==> src/esg_pkg.sv <==
// Purpose: constants and types for the external step/direction gearing stage
// Assumes: register index addressing, 32-bit data
// Notes: offsets are register indices on the plain register port
package esg_pkg;
  // ****************************************
  // register map
  // ****************************************
  localparam logic [7:0]  ADDR_GLOBAL_CONFIG = 8'h00;
  localparam logic [7:0]  ADDR_GEARING       = 8'h12;
  localparam logic [7:0]  ADDR_START_VEL     = 8'h25;
  localparam logic [7:0]  ADDR_START_ACC     = 8'h2a;
  localparam logic [7:0]  ADDR_POSITION      = 8'h21;
  localparam logic [7:0]  ADDR_TARGET        = 8'h37;
  localparam logic [7:0]  ADDR_HANDOVER_STAT = 8'h3a;
  // ****************************************
  // field positions in global_config, plus mode values, reset words, gearing sign bit and step width
  // ****************************************
  localparam int          MODE_LSB           = 6;
  localparam int          POL_DIR_BIT        = 8;
  localparam int          INDIRECT_BIT       = 9;
  localparam int          AUTO_OFF_BIT       = 26;
  localparam logic [31:0] CONFIG_MASK        = 32'h0400_03c0;
  localparam logic [31:0] RESET_WORD         = 32'h0000_0000;
  localparam logic [31:0] GEAR_RESET         = 32'h0100_0000;
  localparam int          SIGN_BIT           = 31;
  localparam logic [1:0]  MODE_OFF           = 2'h0;
  localparam logic [1:0]  MODE_RISE          = 2'h1;
  localparam logic [1:0]  MODE_FALL          = 2'h2;
  localparam logic [1:0]  MODE_BOTH          = 2'h3;
  localparam logic [7:0]  STEP_WIDTH_CYC     = 8'h02;
  typedef struct packed {
    logic        valid;
    logic        negative;
    logic [31:0] velocity;
    logic [31:0] accel;
    logic [31:0] last_gap;
  } esg_handover_s;
endpackage

==> src/esg_gearing.sv <==
// Purpose: external step/direction input with electronic gearing
// Assumes: single clock, step_input and direction_input asynchronous pins
// Notes: ramp generator lives outside; it takes the handover struct
//
// Local design decision: the plain strobed port.
`timescale 1ns/1ps
// Notes on behaviour
// - mode 01 counts rising step edges
// - mode 10 counts falling step edges
// - mode 11 counts both step edges
// - nonzero mode disables internal step generator
// - polarity bit chooses which level is negative
// - gearing factor signed 8.24 at 0x12
// - each external step adds factor magnitude to accumulator
// - overflow emits one step, keeps residue
// - factor above one gives step bursts
// - negative factor inverts resolved direction
// - indirect mode moves target, not position
// - target direction from sign, polarity, pin
// - indirect when mode nonzero and bit set
// - auto switch-off in direct mode starts ramp at start velocity
// - handover carries cycles since last step
// - start acceleration signed by bit 31
module esg_gearing
(
  input  wire logic                   clk_i,
  input  wire logic                   rst_i,
  input  wire logic                   step_input_i,
  input  wire logic                   direction_input_i,
  input  wire logic [7:0]             addr_i,
  input  wire logic [31:0]            wdata_i,
  input  wire logic                   wr_i,
  input  wire logic                   rd_i,
  output logic      [31:0]            rdata_o,
  output logic                        step_output_o,
  output logic                        dir_output_o,
  output logic                        int_gen_disable_o,
  output esg_pkg::esg_handover_s      handover_o
);
  // ****************************************
  // registers
  // ****************************************
  logic [31:0] config_q;
  logic [31:0] gear_q;
  logic [31:0] start_velocity_q;
  logic [31:0] start_acceleration_q;
  logic [31:0] position_q;
  logic [31:0] target_q;
  logic [31:0] rdata_q;
  logic [2:0]  step_sync_q;
  logic [1:0]  dir_sync_q;
  logic [31:0] accum_q;
  logic [7:0]  pending_q;
  logic        burst_dir_q;
  logic [7:0]  pulse_cnt_q;
  logic        step_out_q;
  logic        dir_out_q;
  logic        gen_off_q;
  logic        last_neg_q;
  logic [31:0] gap_cnt_q;
  logic [31:0] last_gap_q;
  esg_pkg::esg_handover_s handover_q;

  // ****************************************
  // helpers
  // ****************************************
  // write strobe aimed at one register index
  function automatic logic reg_write(input logic wr, input logic [7:0] addr, input logic [7:0] index);
    reg_write = wr && (addr == index);
  endfunction

  // ****************************************
  // decode
  // ****************************************
  wire [1:0]  mode       = config_q[esg_pkg::MODE_LSB +: 2];
  wire        pol_dir    = config_q[esg_pkg::POL_DIR_BIT];
  wire        ext_on     = (mode != esg_pkg::MODE_OFF);
  wire        indirect   = ext_on & config_q[esg_pkg::INDIRECT_BIT];
  wire        auto_off   = config_q[esg_pkg::AUTO_OFF_BIT];
  wire        step_now   = step_sync_q[1];
  wire        step_old   = step_sync_q[2];
  wire        rise       = step_now & ~step_old;
  wire        fall       = ~step_now & step_old;
  wire        ext_step   = ((mode == esg_pkg::MODE_RISE) & rise)
                         | ((mode == esg_pkg::MODE_FALL) & fall)
                         | ((mode == esg_pkg::MODE_BOTH) & (rise | fall));
  wire        gear_neg   = gear_q[esg_pkg::SIGN_BIT];
  wire [31:0] gear_mag   = gear_neg ? (~gear_q + 32'h0000_0001) : gear_q;
  wire        pin_neg    = pol_dir ? dir_sync_q[1] : ~dir_sync_q[1];
  wire        step_neg   = pin_neg ^ gear_neg;
  wire [32:0] accum_sum  = {9'h000, accum_q[23:0]} + {1'b0, gear_mag};
  wire [7:0]  overflows  = accum_sum[31:24];
  wire        pulse_go   = (pending_q != 8'h00) & (pulse_cnt_q == 8'h00) & ext_on & ~indirect;
  wire        wr_config  = reg_write(wr_i, addr_i, esg_pkg::ADDR_GLOBAL_CONFIG);
  wire        wr_gear    = reg_write(wr_i, addr_i, esg_pkg::ADDR_GEARING);
  wire        wr_start_velocity  = reg_write(wr_i, addr_i, esg_pkg::ADDR_START_VEL);
  wire        wr_start_acceleration  = reg_write(wr_i, addr_i, esg_pkg::ADDR_START_ACC);
  wire        wr_pos     = reg_write(wr_i, addr_i, esg_pkg::ADDR_POSITION);
  wire        wr_target  = reg_write(wr_i, addr_i, esg_pkg::ADDR_TARGET);
  wire        gen_off_d  = wr_config ? (wdata_i[esg_pkg::MODE_LSB +: 2] != esg_pkg::MODE_OFF) : ext_on;
  wire        switch_off = wr_config & ext_on
                         & (wdata_i[esg_pkg::MODE_LSB +: 2] == esg_pkg::MODE_OFF) & auto_off;
  wire [31:0] rd_mux     = (addr_i == esg_pkg::ADDR_GLOBAL_CONFIG) ? config_q
                         : (addr_i == esg_pkg::ADDR_GEARING)       ? gear_q
                         : (addr_i == esg_pkg::ADDR_START_VEL)     ? start_velocity_q
                         : (addr_i == esg_pkg::ADDR_START_ACC)     ? start_acceleration_q
                         : (addr_i == esg_pkg::ADDR_POSITION)      ? position_q
                         : (addr_i == esg_pkg::ADDR_TARGET)        ? target_q
                         : (addr_i == esg_pkg::ADDR_HANDOVER_STAT) ? {31'h0000_0000, handover_q.valid}
                         : esg_pkg::RESET_WORD;

  // ****************************************
  // input synchronisers
  // ****************************************
  always_ff @(posedge clk_i)
  begin
    if (rst_i)
    begin
      step_sync_q <= 3'h0;
      dir_sync_q  <= 2'h0;
    end
    else
    begin
      step_sync_q <= {step_sync_q[1:0], step_input_i};
      dir_sync_q  <= {dir_sync_q[0], direction_input_i};
    end
  end

  // ****************************************
  // register port
  // ****************************************
  always_ff @(posedge clk_i)
  begin
    if (rst_i)
    begin
      config_q <= esg_pkg::RESET_WORD;
      gear_q   <= esg_pkg::GEAR_RESET;
      start_velocity_q <= esg_pkg::RESET_WORD;
      start_acceleration_q <= esg_pkg::RESET_WORD;
      rdata_q  <= esg_pkg::RESET_WORD;
      gen_off_q <= 1'b0;
    end
    else
    begin
      gen_off_q <= gen_off_d;
      if (wr_config)
        config_q <= wdata_i & esg_pkg::CONFIG_MASK;
      if (wr_gear)
        gear_q <= wdata_i;
      if (wr_start_velocity)
        start_velocity_q <= wdata_i;
      if (wr_start_acceleration)
        start_acceleration_q <= wdata_i;
      rdata_q <= rd_i ? rd_mux : esg_pkg::RESET_WORD;
    end
  end

  // ****************************************
  // gearing accumulator and burst queue
  // ****************************************
  always_ff @(posedge clk_i)
  begin
    if (rst_i)
    begin
      accum_q     <= esg_pkg::RESET_WORD;
      pending_q   <= 8'h00;
      burst_dir_q <= 1'b0;
      position_q  <= esg_pkg::RESET_WORD;
      target_q    <= esg_pkg::RESET_WORD;
    end
    else if (!ext_on)
    begin
      accum_q   <= esg_pkg::RESET_WORD;
      pending_q <= 8'h00;
      if (wr_target)
        target_q <= wdata_i;
      if (wr_pos)
        position_q <= wdata_i;
    end
    else if (ext_step)
    begin
      accum_q <= {8'h00, accum_sum[23:0]};
      if (indirect)
        target_q <= step_neg ? target_q - {24'h00_0000, overflows}
                             : target_q + {24'h00_0000, overflows};
      else
      begin
        pending_q   <= pending_q + overflows;
        burst_dir_q <= step_neg;
      end
    end
    else if (pulse_go)
    begin
      pending_q  <= pending_q - 8'h01;
      position_q <= burst_dir_q ? position_q - 32'h0000_0001
                                : position_q + 32'h0000_0001;
    end
  end

  // ****************************************
  // step pulse output and handover
  // ****************************************
  always_ff @(posedge clk_i)
  begin
    if (rst_i)
    begin
      pulse_cnt_q <= 8'h00;
      step_out_q  <= 1'b0;
      dir_out_q   <= 1'b0;
      last_neg_q  <= 1'b0;
      gap_cnt_q   <= esg_pkg::RESET_WORD;
      last_gap_q  <= esg_pkg::RESET_WORD;
      handover_q  <= '0;
    end
    else
    begin
      if (pulse_go && !ext_step)
      begin
        pulse_cnt_q <= esg_pkg::STEP_WIDTH_CYC + esg_pkg::STEP_WIDTH_CYC;
        step_out_q  <= 1'b1;
        dir_out_q   <= burst_dir_q;
        last_neg_q  <= burst_dir_q;
        last_gap_q  <= gap_cnt_q;
        gap_cnt_q   <= esg_pkg::RESET_WORD;
      end
      else
      begin
        if (pulse_cnt_q != 8'h00)
          pulse_cnt_q <= pulse_cnt_q - 8'h01;
        if (pulse_cnt_q == esg_pkg::STEP_WIDTH_CYC + 8'h01)
          step_out_q <= 1'b0;
        if (gap_cnt_q != 32'hffff_ffff)
          gap_cnt_q <= gap_cnt_q + 32'h0000_0001;
      end
      if (switch_off && !indirect)
      begin
        handover_q.valid    <= 1'b1;
        handover_q.negative <= last_neg_q;
        handover_q.velocity <= start_velocity_q;
        handover_q.accel    <= start_acceleration_q;
        handover_q.last_gap <= gap_cnt_q;
      end
      else
        handover_q.valid <= 1'b0;
    end
  end

  assign rdata_o           = rdata_q;
  assign step_output_o     = step_out_q;
  assign dir_output_o      = dir_out_q;
  assign int_gen_disable_o = gen_off_q;
  assign handover_o        = handover_q;

  // ****************************************
  // assertions
  // ****************************************
  a_rise_adds: assert property (@(posedge clk_i) disable iff (rst_i)
    (mode == esg_pkg::MODE_RISE && rise && !wr_i) |=> (accum_q[23:0] == $past(accum_sum[23:0])))
    else $error("rising edge not accumulated");
  a_fall_ignored: assert property (@(posedge clk_i) disable iff (rst_i)
    (mode == esg_pkg::MODE_FALL && rise) |-> !ext_step)
    else $error("rising edge taken in falling mode");
  a_both_edges: assert property (@(posedge clk_i) disable iff (rst_i)
    (mode == esg_pkg::MODE_BOTH && (rise || fall)) |-> ext_step)
    else $error("edge missed in toggle mode");
  a_gen_disable: assert property (@(posedge clk_i) disable iff (rst_i)
    (mode != esg_pkg::MODE_OFF) |-> int_gen_disable_o)
    else $error("internal generator not disabled");
  a_indirect_pos: assert property (@(posedge clk_i) disable iff (rst_i)
    (indirect && !wr_i) |=> $stable(position_q))
    else $error("position moved in indirect mode");
  a_target_up: assert property (@(posedge clk_i) disable iff (rst_i)
    (indirect && ext_step && !step_neg) |=> (target_q == $past(target_q) + {24'h00_0000, $past(overflows)}))
    else $error("target not advanced");
  a_step_width: assert property (@(posedge clk_i) disable iff (rst_i)
    $rose(step_out_q) |-> step_out_q [*2] ##1 !step_out_q)
    else $error("step pulse width wrong");
  a_handover_vel: assert property (@(posedge clk_i) disable iff (rst_i)
    handover_q.valid |-> (handover_q.velocity == $past(start_velocity_q)))
    else $error("handover velocity wrong");
  a_handover_acc: assert property (@(posedge clk_i) disable iff (rst_i)
    handover_q.valid |-> (handover_q.accel == $past(start_acceleration_q)))
    else $error("handover acceleration wrong");
  c_burst: cover property (@(posedge clk_i) disable iff (rst_i) ext_step && overflows > 8'h01);
  c_indirect: cover property (@(posedge clk_i) disable iff (rst_i) indirect && ext_step);
  c_handover: cover property (@(posedge clk_i) disable iff (rst_i) handover_q.valid);
  c_toggle_fall: cover property (@(posedge clk_i) disable iff (rst_i) mode == esg_pkg::MODE_BOTH && fall);
  c_negative_gear: cover property (@(posedge clk_i) disable iff (rst_i) gear_neg && ext_step);

  // ****************************************
  // edge detection, generator disable and clear when off
  // ****************************************
  a_rise_ignored: assert property (@(posedge clk_i) disable iff (rst_i)
    (mode == esg_pkg::MODE_RISE && fall) |-> !ext_step)
    else $error("falling edge taken in rising mode");
  a_fall_adds: assert property (@(posedge clk_i) disable iff (rst_i)
    (mode == esg_pkg::MODE_FALL && fall && !wr_i) |=> (accum_q[23:0] == $past(accum_sum[23:0])))
    else $error("falling edge not accumulated");
  a_gen_enable: assert property (@(posedge clk_i) disable iff (rst_i)
    (mode == esg_pkg::MODE_OFF) |-> !int_gen_disable_o)
    else $error("internal generator left disabled");
  a_accum_clear: assert property (@(posedge clk_i) disable iff (rst_i)
    !ext_on |=> (accum_q == 32'h0000_0000 && pending_q == 8'h00))
    else $error("accumulator not cleared when off");

  // ****************************************
  // gearing, direction and step pulse output
  // ****************************************
  a_dir_polarity: assert property (@(posedge clk_i) disable iff (rst_i)
    (ext_step && !indirect && !gear_neg) |=> (burst_dir_q == ($past(dir_sync_q[1]) == $past(pol_dir))))
    else $error("direction polarity wrong");
  a_neg_inverts: assert property (@(posedge clk_i) disable iff (rst_i)
    (ext_step && !indirect && gear_neg) |=> (burst_dir_q != ($past(dir_sync_q[1]) == $past(pol_dir))))
    else $error("negative factor did not invert");
  a_residue_kept: assert property (@(posedge clk_i) disable iff (rst_i)
    ext_step |=> (accum_q[23:0] == $past(accum_q[23:0] + gear_mag[23:0])))
    else $error("fraction residue lost");
  a_burst_queue: assert property (@(posedge clk_i) disable iff (rst_i)
    (ext_step && !indirect) |=> (pending_q == $past(pending_q) + $past(overflows)))
    else $error("burst count not queued");
  a_step_low: assert property (@(posedge clk_i) disable iff (rst_i)
    $fell(step_out_q) |-> !step_out_q [*2])
    else $error("step low time too short");
  a_position_step: assert property (@(posedge clk_i) disable iff (rst_i)
    (pulse_go && !ext_step) |=> (position_q - $past(position_q) == ($past(burst_dir_q) ? 32'hffff_ffff : 32'h0000_0001)))
    else $error("position not stepped by one");

  // ****************************************
  // indirect mode and target hold in direct mode
  // ****************************************
  a_target_down: assert property (@(posedge clk_i) disable iff (rst_i)
    (indirect && ext_step && step_neg) |=> (target_q == $past(target_q) - {24'h00_0000, $past(overflows)}))
    else $error("target not lowered");
  a_target_hold: assert property (@(posedge clk_i) disable iff (rst_i)
    (ext_on && !indirect) |=> $stable(target_q))
    else $error("target moved in direct mode");
  a_indirect_quiet: assert property (@(posedge clk_i) disable iff (rst_i)
    indirect |=> !$rose(step_out_q))
    else $error("step pulse in indirect mode");

  // ****************************************
  // handover and register port
  // ****************************************
  a_handover_dir: assert property (@(posedge clk_i) disable iff (rst_i)
    handover_q.valid |-> (handover_q.negative == $past(last_neg_q)))
    else $error("handover direction wrong");
  a_handover_gap: assert property (@(posedge clk_i) disable iff (rst_i)
    handover_q.valid |-> (handover_q.last_gap == $past(gap_cnt_q)))
    else $error("handover spacing wrong");
  a_valid_pulse: assert property (@(posedge clk_i) disable iff (rst_i)
    handover_q.valid |=> !handover_q.valid)
    else $error("handover valid too long");
  a_handover_direct: assert property (@(posedge clk_i) disable iff (rst_i)
    (wr_config && indirect) |=> !handover_q.valid)
    else $error("handover from indirect mode");
  a_config_mask: assert property (@(posedge clk_i) disable iff (rst_i)
    wr_config |=> (config_q == ($past(wdata_i) & esg_pkg::CONFIG_MASK)))
    else $error("config write wrong");
  a_gear_write: assert property (@(posedge clk_i) disable iff (rst_i)
    wr_gear |=> (gear_q == $past(wdata_i)))
    else $error("gearing write lost");
  a_start_velocity_write: assert property (@(posedge clk_i) disable iff (rst_i)
    wr_start_velocity |=> (start_velocity_q == $past(wdata_i)))
    else $error("start velocity write lost");
  a_start_acceleration_write: assert property (@(posedge clk_i) disable iff (rst_i)
    wr_start_acceleration |=> (start_acceleration_q == $past(wdata_i)))
    else $error("start acceleration write lost");
  a_read_gear: assert property (@(posedge clk_i) disable iff (rst_i)
    (rd_i && addr_i == esg_pkg::ADDR_GEARING) |=> (rdata_o == $past(gear_q)))
    else $error("gearing read wrong");
  a_read_pos: assert property (@(posedge clk_i) disable iff (rst_i)
    (rd_i && addr_i == esg_pkg::ADDR_POSITION) |=> (rdata_o == $past(position_q)))
    else $error("position read wrong");
  a_read_idle: assert property (@(posedge clk_i) disable iff (rst_i)
    !rd_i |=> (rdata_o == 32'h0000_0000))
    else $error("read data not idle");
endmodule

==> config.mk <==
export PLATFORM = sky130hd
export DESIGN_NAME = esg_gearing
export DESIGN_NICKNAME = d
export VERILOG_FILES = /design/src/esg_pkg.sv /design/src/esg_gearing.sv
export SDC_FILE = /design/constraint.sdc
export NUM_CORES = 1
export LEC_CHECK = 0
export ABC_AREA = 1
export BUFFER_PORTS_ARGS = -buffer_cell sky130_fd_sc_hd__buf_4
export CELL_PAD_IN_SITES_DETAIL_PLACEMENT = 0
export CELL_PAD_IN_SITES_GLOBAL_PLACEMENT = 1
export CORE_ASPECT_RATIO = 1.5
export CORE_MARGIN = 2
export CORE_UTILIZATION = 44
export CTS_BUF_LIST = sky130_fd_sc_hd__clkbuf_8 sky130_fd_sc_hd__clkbuf_16
export DETAILED_ROUTE_END_ITERATION = 16
export PLACE_DENSITY_LB_ADDON = 0.1
export REMOVE_ABC_BUFFERS = 1
export SLEW_MARGIN = 0
export SYNTH_ARGS = -nofsm -noshare
export SYNTH_HDL_FRONTEND = slang
export SYNTH_SLANG_ARGS = --single-unit
==> constraint.sdc <==
create_clock -name clk_i -period 6.1 [get_ports clk_i]
set_clock_uncertainty 0.15 [all_clocks]
set_input_delay 0.61 -clock clk_i [delete_from_list [all_inputs] [get_ports clk_i]]
set_output_delay 0.61 -clock clk_i [all_outputs]
set_load 0.02 [all_outputs]
==> impl_metrics.json <==
{
  "regToRegEndpoint": "target_q[22]$_SDFFE_PP0P_",
  "clkPwrFrac_pct": 47.7,
  "p_int_mw": 4.20,
  "path_class": "reg -> reg",
  "reg2reg_slack_ns": 0.35,
  "tightest_slew_ns": 1.06,
  "ios": 179,
  "cts_tree": "built",
  "hp-class": "in -> reg",
  "syn_inst": 2962,
  "drtAntennaViolNets": 0,
  "p_seq_share_pct": 45.0,
  "final-setup-viol-count": 0,
  "r2r_start": "gear_q[1]$_SDFFE_PP0P_",
  "powerDensity_nw_per_um2": 224,
  "vias_per_cell": 5.64,
  "dp_hpwl_um": 61800,
  "clk_pin_slew_ns": 0.06,
  "die_w_um": 183,
  "cp-start-kind": "register",
  "p_comb_share_pct": 7.3,
  "die_y_um": 272,
  "synth_ff_type": "dfxtp_1",
  "wl_per_cell_um": 21.6,
  "drc": 0,
  "async_flop_share_pct": 0,
  "wirelength_um": 81100,
  "fill_cells": 4756,
  "grt_overflow": 0,
  "synth-seq-cells": 376,
  "final_nets": 3280,
  "ir_drop_v": 0.000233,
  "drt_iter0_markers": 1365,
  "grt_pass1_wl_um": 122000,
  "critPathCaptureType": "register",
  "coreArea_um2": 47500,
  "fin_area_um2": 24800,
  "min_period_ns": 5.75,
  "std_cell_rows": 98,
  "place.gp.congestion": 0.964,
  "cp_slowest_cell": "ha_2",
  "synth_edf_count": 0,
  "drt_first_pass_iters": 6,
  "slew_viol_final": 0,
  "cts.hold.buffers_added": 0,
  "final_core_util_pct": 52.3,
  "grt_use_total_pct": 32.1,
  "hold_violations": 0,
  "syn-mean-instance-area_um2": 7.12,
  "initial_core_util_pct": 44.4,
  "max_freq_mhz": 174,
  "required_ns": 6.40,
  "netSwitchingPower_mw": 1.36,
  "clockBufferDepth": 3,
  "clkSinkCount": 376,
  "ys_warn_count": 0,
  "status": "complete, no violations",
  "grt_start_max_net_pins": 122,
  "slowest_delay_ns": 0.33,
  "n_antenna_cell": 0,
  "synth_cell_types": 56,
  "worst_ep_arrival_time_ns": 6.05,
  "swShare_pct": 24.5,
  "period_share_pct": 94.3,
  "worst_r2r_path_depth": 38,
  "placed_cells": 3678,
  "netlist_area_um2": 21100,
  "cts_htree_levels": 2,
  "port_buffers": 178,
  "crit_path_frequent_cell": "nand2_1",
  "cts_made_buffers": 40,
  "instances_no_fill": 3752,
  "place_area_um2": 23200,
  "hold_start": "direction_input_i",
  "hold_end": "dir_sync_q[0]$_SDFF_PP0_",
  "cp-startpoint": "gear_q[1]$_SDFFE_PP0P_",
  "ys_seq_area_share_pct": 35.7,
  "dieArea_um2": 49700,
  "grt_pass1_vias": 20600,
  "p_leak_nw": 11.0,
  "holdPathStages": 3,
  "finalSetupTns_ns": 0,
  "post_route_cells_drive_above_1_share_pct": 14.4,
  "antenna_found_initial": 0,
  "maxCapViolations": 0,
  "critPathMaxFanout": 6,
  "clock_latency_ns": 0.58,
  "area_growth_pct": 17.7,
  "vias": 21200,
  "root_buffer": "clkbuf_16",
  "relSlewSlack_pct": 29.0
}
==> per-stage QoR <==
stage / hold slack [ns] / power [mW] / setup slack (ns)
floorplan: 0.238 / 2.79 / -3.55
finish: 0.120 / 5.56 / 0.346
CTS: 0.108 / 5.59 / 0.0121
detailed placement: 0.248 / 2.95 / -0.0189
global placement: 0.249 / 2.94 / 0.0250
global route: 0.129 / 5.74 / -0.0235
==> synth_stat cells, types with 6 or more instances <==
| library cell | instances | area (µm²) |
|---|---|---|
| nand2_1 | 436 | 1640 |
| dfxtp_1 | 376 | 7530 |
| nor2_1 | 333 | 1250 |
| inv_1 | 328 | 1230 |
| o21ai_0 | 322 | 1610 |
| a21oi_1 | 274 | 1370 |
| a211oi_1 | 122 | 916 |
| nand3_1 | 121 | 606 |
| ha_1 | 105 | 1310 |
| clkbuf_1 | 96 | 360 |
| xor2_1 | 60 | 526 |
| a31oi_1 | 59 | 369 |
| nand4_1 | 31 | 194 |
| nor3_1 | 31 | 155 |
| o21bai_1 | 28 | 210 |
| or2_2 | 27 | 169 |
| buf_2 | 24 | 120 |
| inv_2 | 18 | 67.6 |
| xnor2_1 | 17 | 149 |
| nand2_2 | 15 | 93.8 |
| a21o_1 | 11 | 82.6 |
| a221oi_1 | 11 | 96.3 |
| o211ai_1 | 11 | 82.6 |
| nor4_1 | 9 | 56.3 |
| o221ai_1 | 9 | 78.8 |
| nor2_2 | 8 | 50.1 |
| a21boi_0 | 6 | 45.0 |
| o21a_1 | 6 | 45.0 |
==> flip-flops by register name, indices dropped and copies added (netlist names), 2 cells and up <==
register	flops
accum_q	24
config_q	5
dir_sync_q	2
gap_cnt_q	32
gear_q	32
handover_o	98
pending_q	8
position_q	32
pulse_cnt_q	8
rdata_o	32
start_acceleration_q	32
start_velocity_q	32
step_sync_q	3
target_q	32
==> worst max path at each step <==
stage               slack (ns)  cells past startpoint                         end
floorplan                -3.55                      8  handover_o[0]$_SDFFE_PP0P_
global placement          0.03                     32   target_q[30]$_SDFFE_PP0P_
detailed placement       -0.02                     34   target_q[29]$_SDFFE_PP0P_
CTS                       0.01                     34   target_q[29]$_SDFFE_PP0P_
global route             -0.02                     38   target_q[22]$_SDFFE_PP0P_
finish                    0.35                     38   target_q[22]$_SDFFE_PP0P_
==> final cells by class <==
cell class / instances / area (µm²) / share of cell area (%)
tap: 600 / 751 / 3.02
sequential: 376 / 7530 / 30.3
inverter: 350 / 1320 / 5.30
multi-input combinational: 2109 / 11900 / 48.1
clock buffer: 51 / 1150 / 4.64
timing repair buffer: 248 / 1870 / 7.55
clock inverter: 18 / 251 / 1.01
==> critical path: cells and delay by family, from the launching register on <==
family / cells / cell delay (ns)
DFF: 1 / 0.32
and+or+nand+nor: 23 / 2.45
xor gates and xnor gates: 2 / 0.47
adders and majority gates: 4 / 1.08
AOI/OAI and AO/OA: 6 / 0.82
buffers and inverters: 3 / 0.31
==> logic make-up (layout without fill, tap and decap cells) <==
group | after synthesis | in the layout | synth area share (%)
AND/OR/NAND/NOR | 1043 | 1043 | 21.5
AO/OA/AOI/OAI | 876 | 876 | 24.0
buffers and inverters | 477 | 667 | 8.64
flip-flops | 376 | 376 | 35.7
adder cells (fa/ha/maj) | 109 | 109 | 6.61
XOR/XNOR | 80 | 80 | 3.43
multiplexers | 1 | 1 | 0.0534
==> layer usage <==
layer / routed length, µm / global-route usage (%) / part of all wire (%) / up-vias
met3: 3740 / 4.04 / 4.6 / 193
met5: 0 / 0 / 0 / -
met4: 4600 / 16.7 / 5.7 / 0
met1: 29800 / 34.0 / 37 / 9960
met2: 42900 / 61.4 / 53 / 648
li1: - / - / - / 10400
==> what timing repair did <==
action	4_1_cts	5_1_grt
gates resized for setup	0	51
pin swaps	0	12
cloned	0	0
buffers inserted	1	4
endpoints found under the setup margin	1	21
==> power groups by stage <==
stage | Clock (mW) | Combinational [mW] | Sequential, mW
5_1_grt | 2.79 | 0.443 | 2.51
2_1_floorplan | 0 | 0.235 | 2.55
3_3_place_gp | 0 | 0.386 | 2.56
6_report | 2.65 | 0.404 | 2.50
4_1_cts | 2.69 | 0.395 | 2.50
3_5_place_dp | 0 | 0.391 | 2.56
==> cell usage in the layout, fill, tap and decap left out, types with 5 or more instances in the layout <==
cell,synthesis,final
nand2_1,436,427
dfxtp_1,376,376
inv_1,328,332
nor2_1,333,331
o21ai_0,322,314
a21oi_1,274,266
buf_4,0,247
a211oi_1,122,122
nand3_1,121,116
ha_1,105,97
xor2_1,60,59
a31oi_1,59,59
clkbuf_16,0,40
nand4_1,31,31
nor3_1,31,28
o21bai_1,28,27
or2_2,27,27
nand2_2,15,24
inv_2,18,19
xnor2_1,17,17
a21o_1,11,11
o211ai_1,11,11
a221oi_1,11,11
clkbuf_8,0,11
nor4_1,9,9
o221ai_1,9,9
nand3_2,3,8
nor2_2,8,8
o21ai_1,1,8
a21oi_2,0,8
nor2_4,4,6
o21a_1,6,6
bufinv_16,0,6
and2_1,5,5
nor3_2,3,5
a21boi_0,6,5
o221a_2,5,5
ha_2,0,5
(Power assumes the default switching activity.)
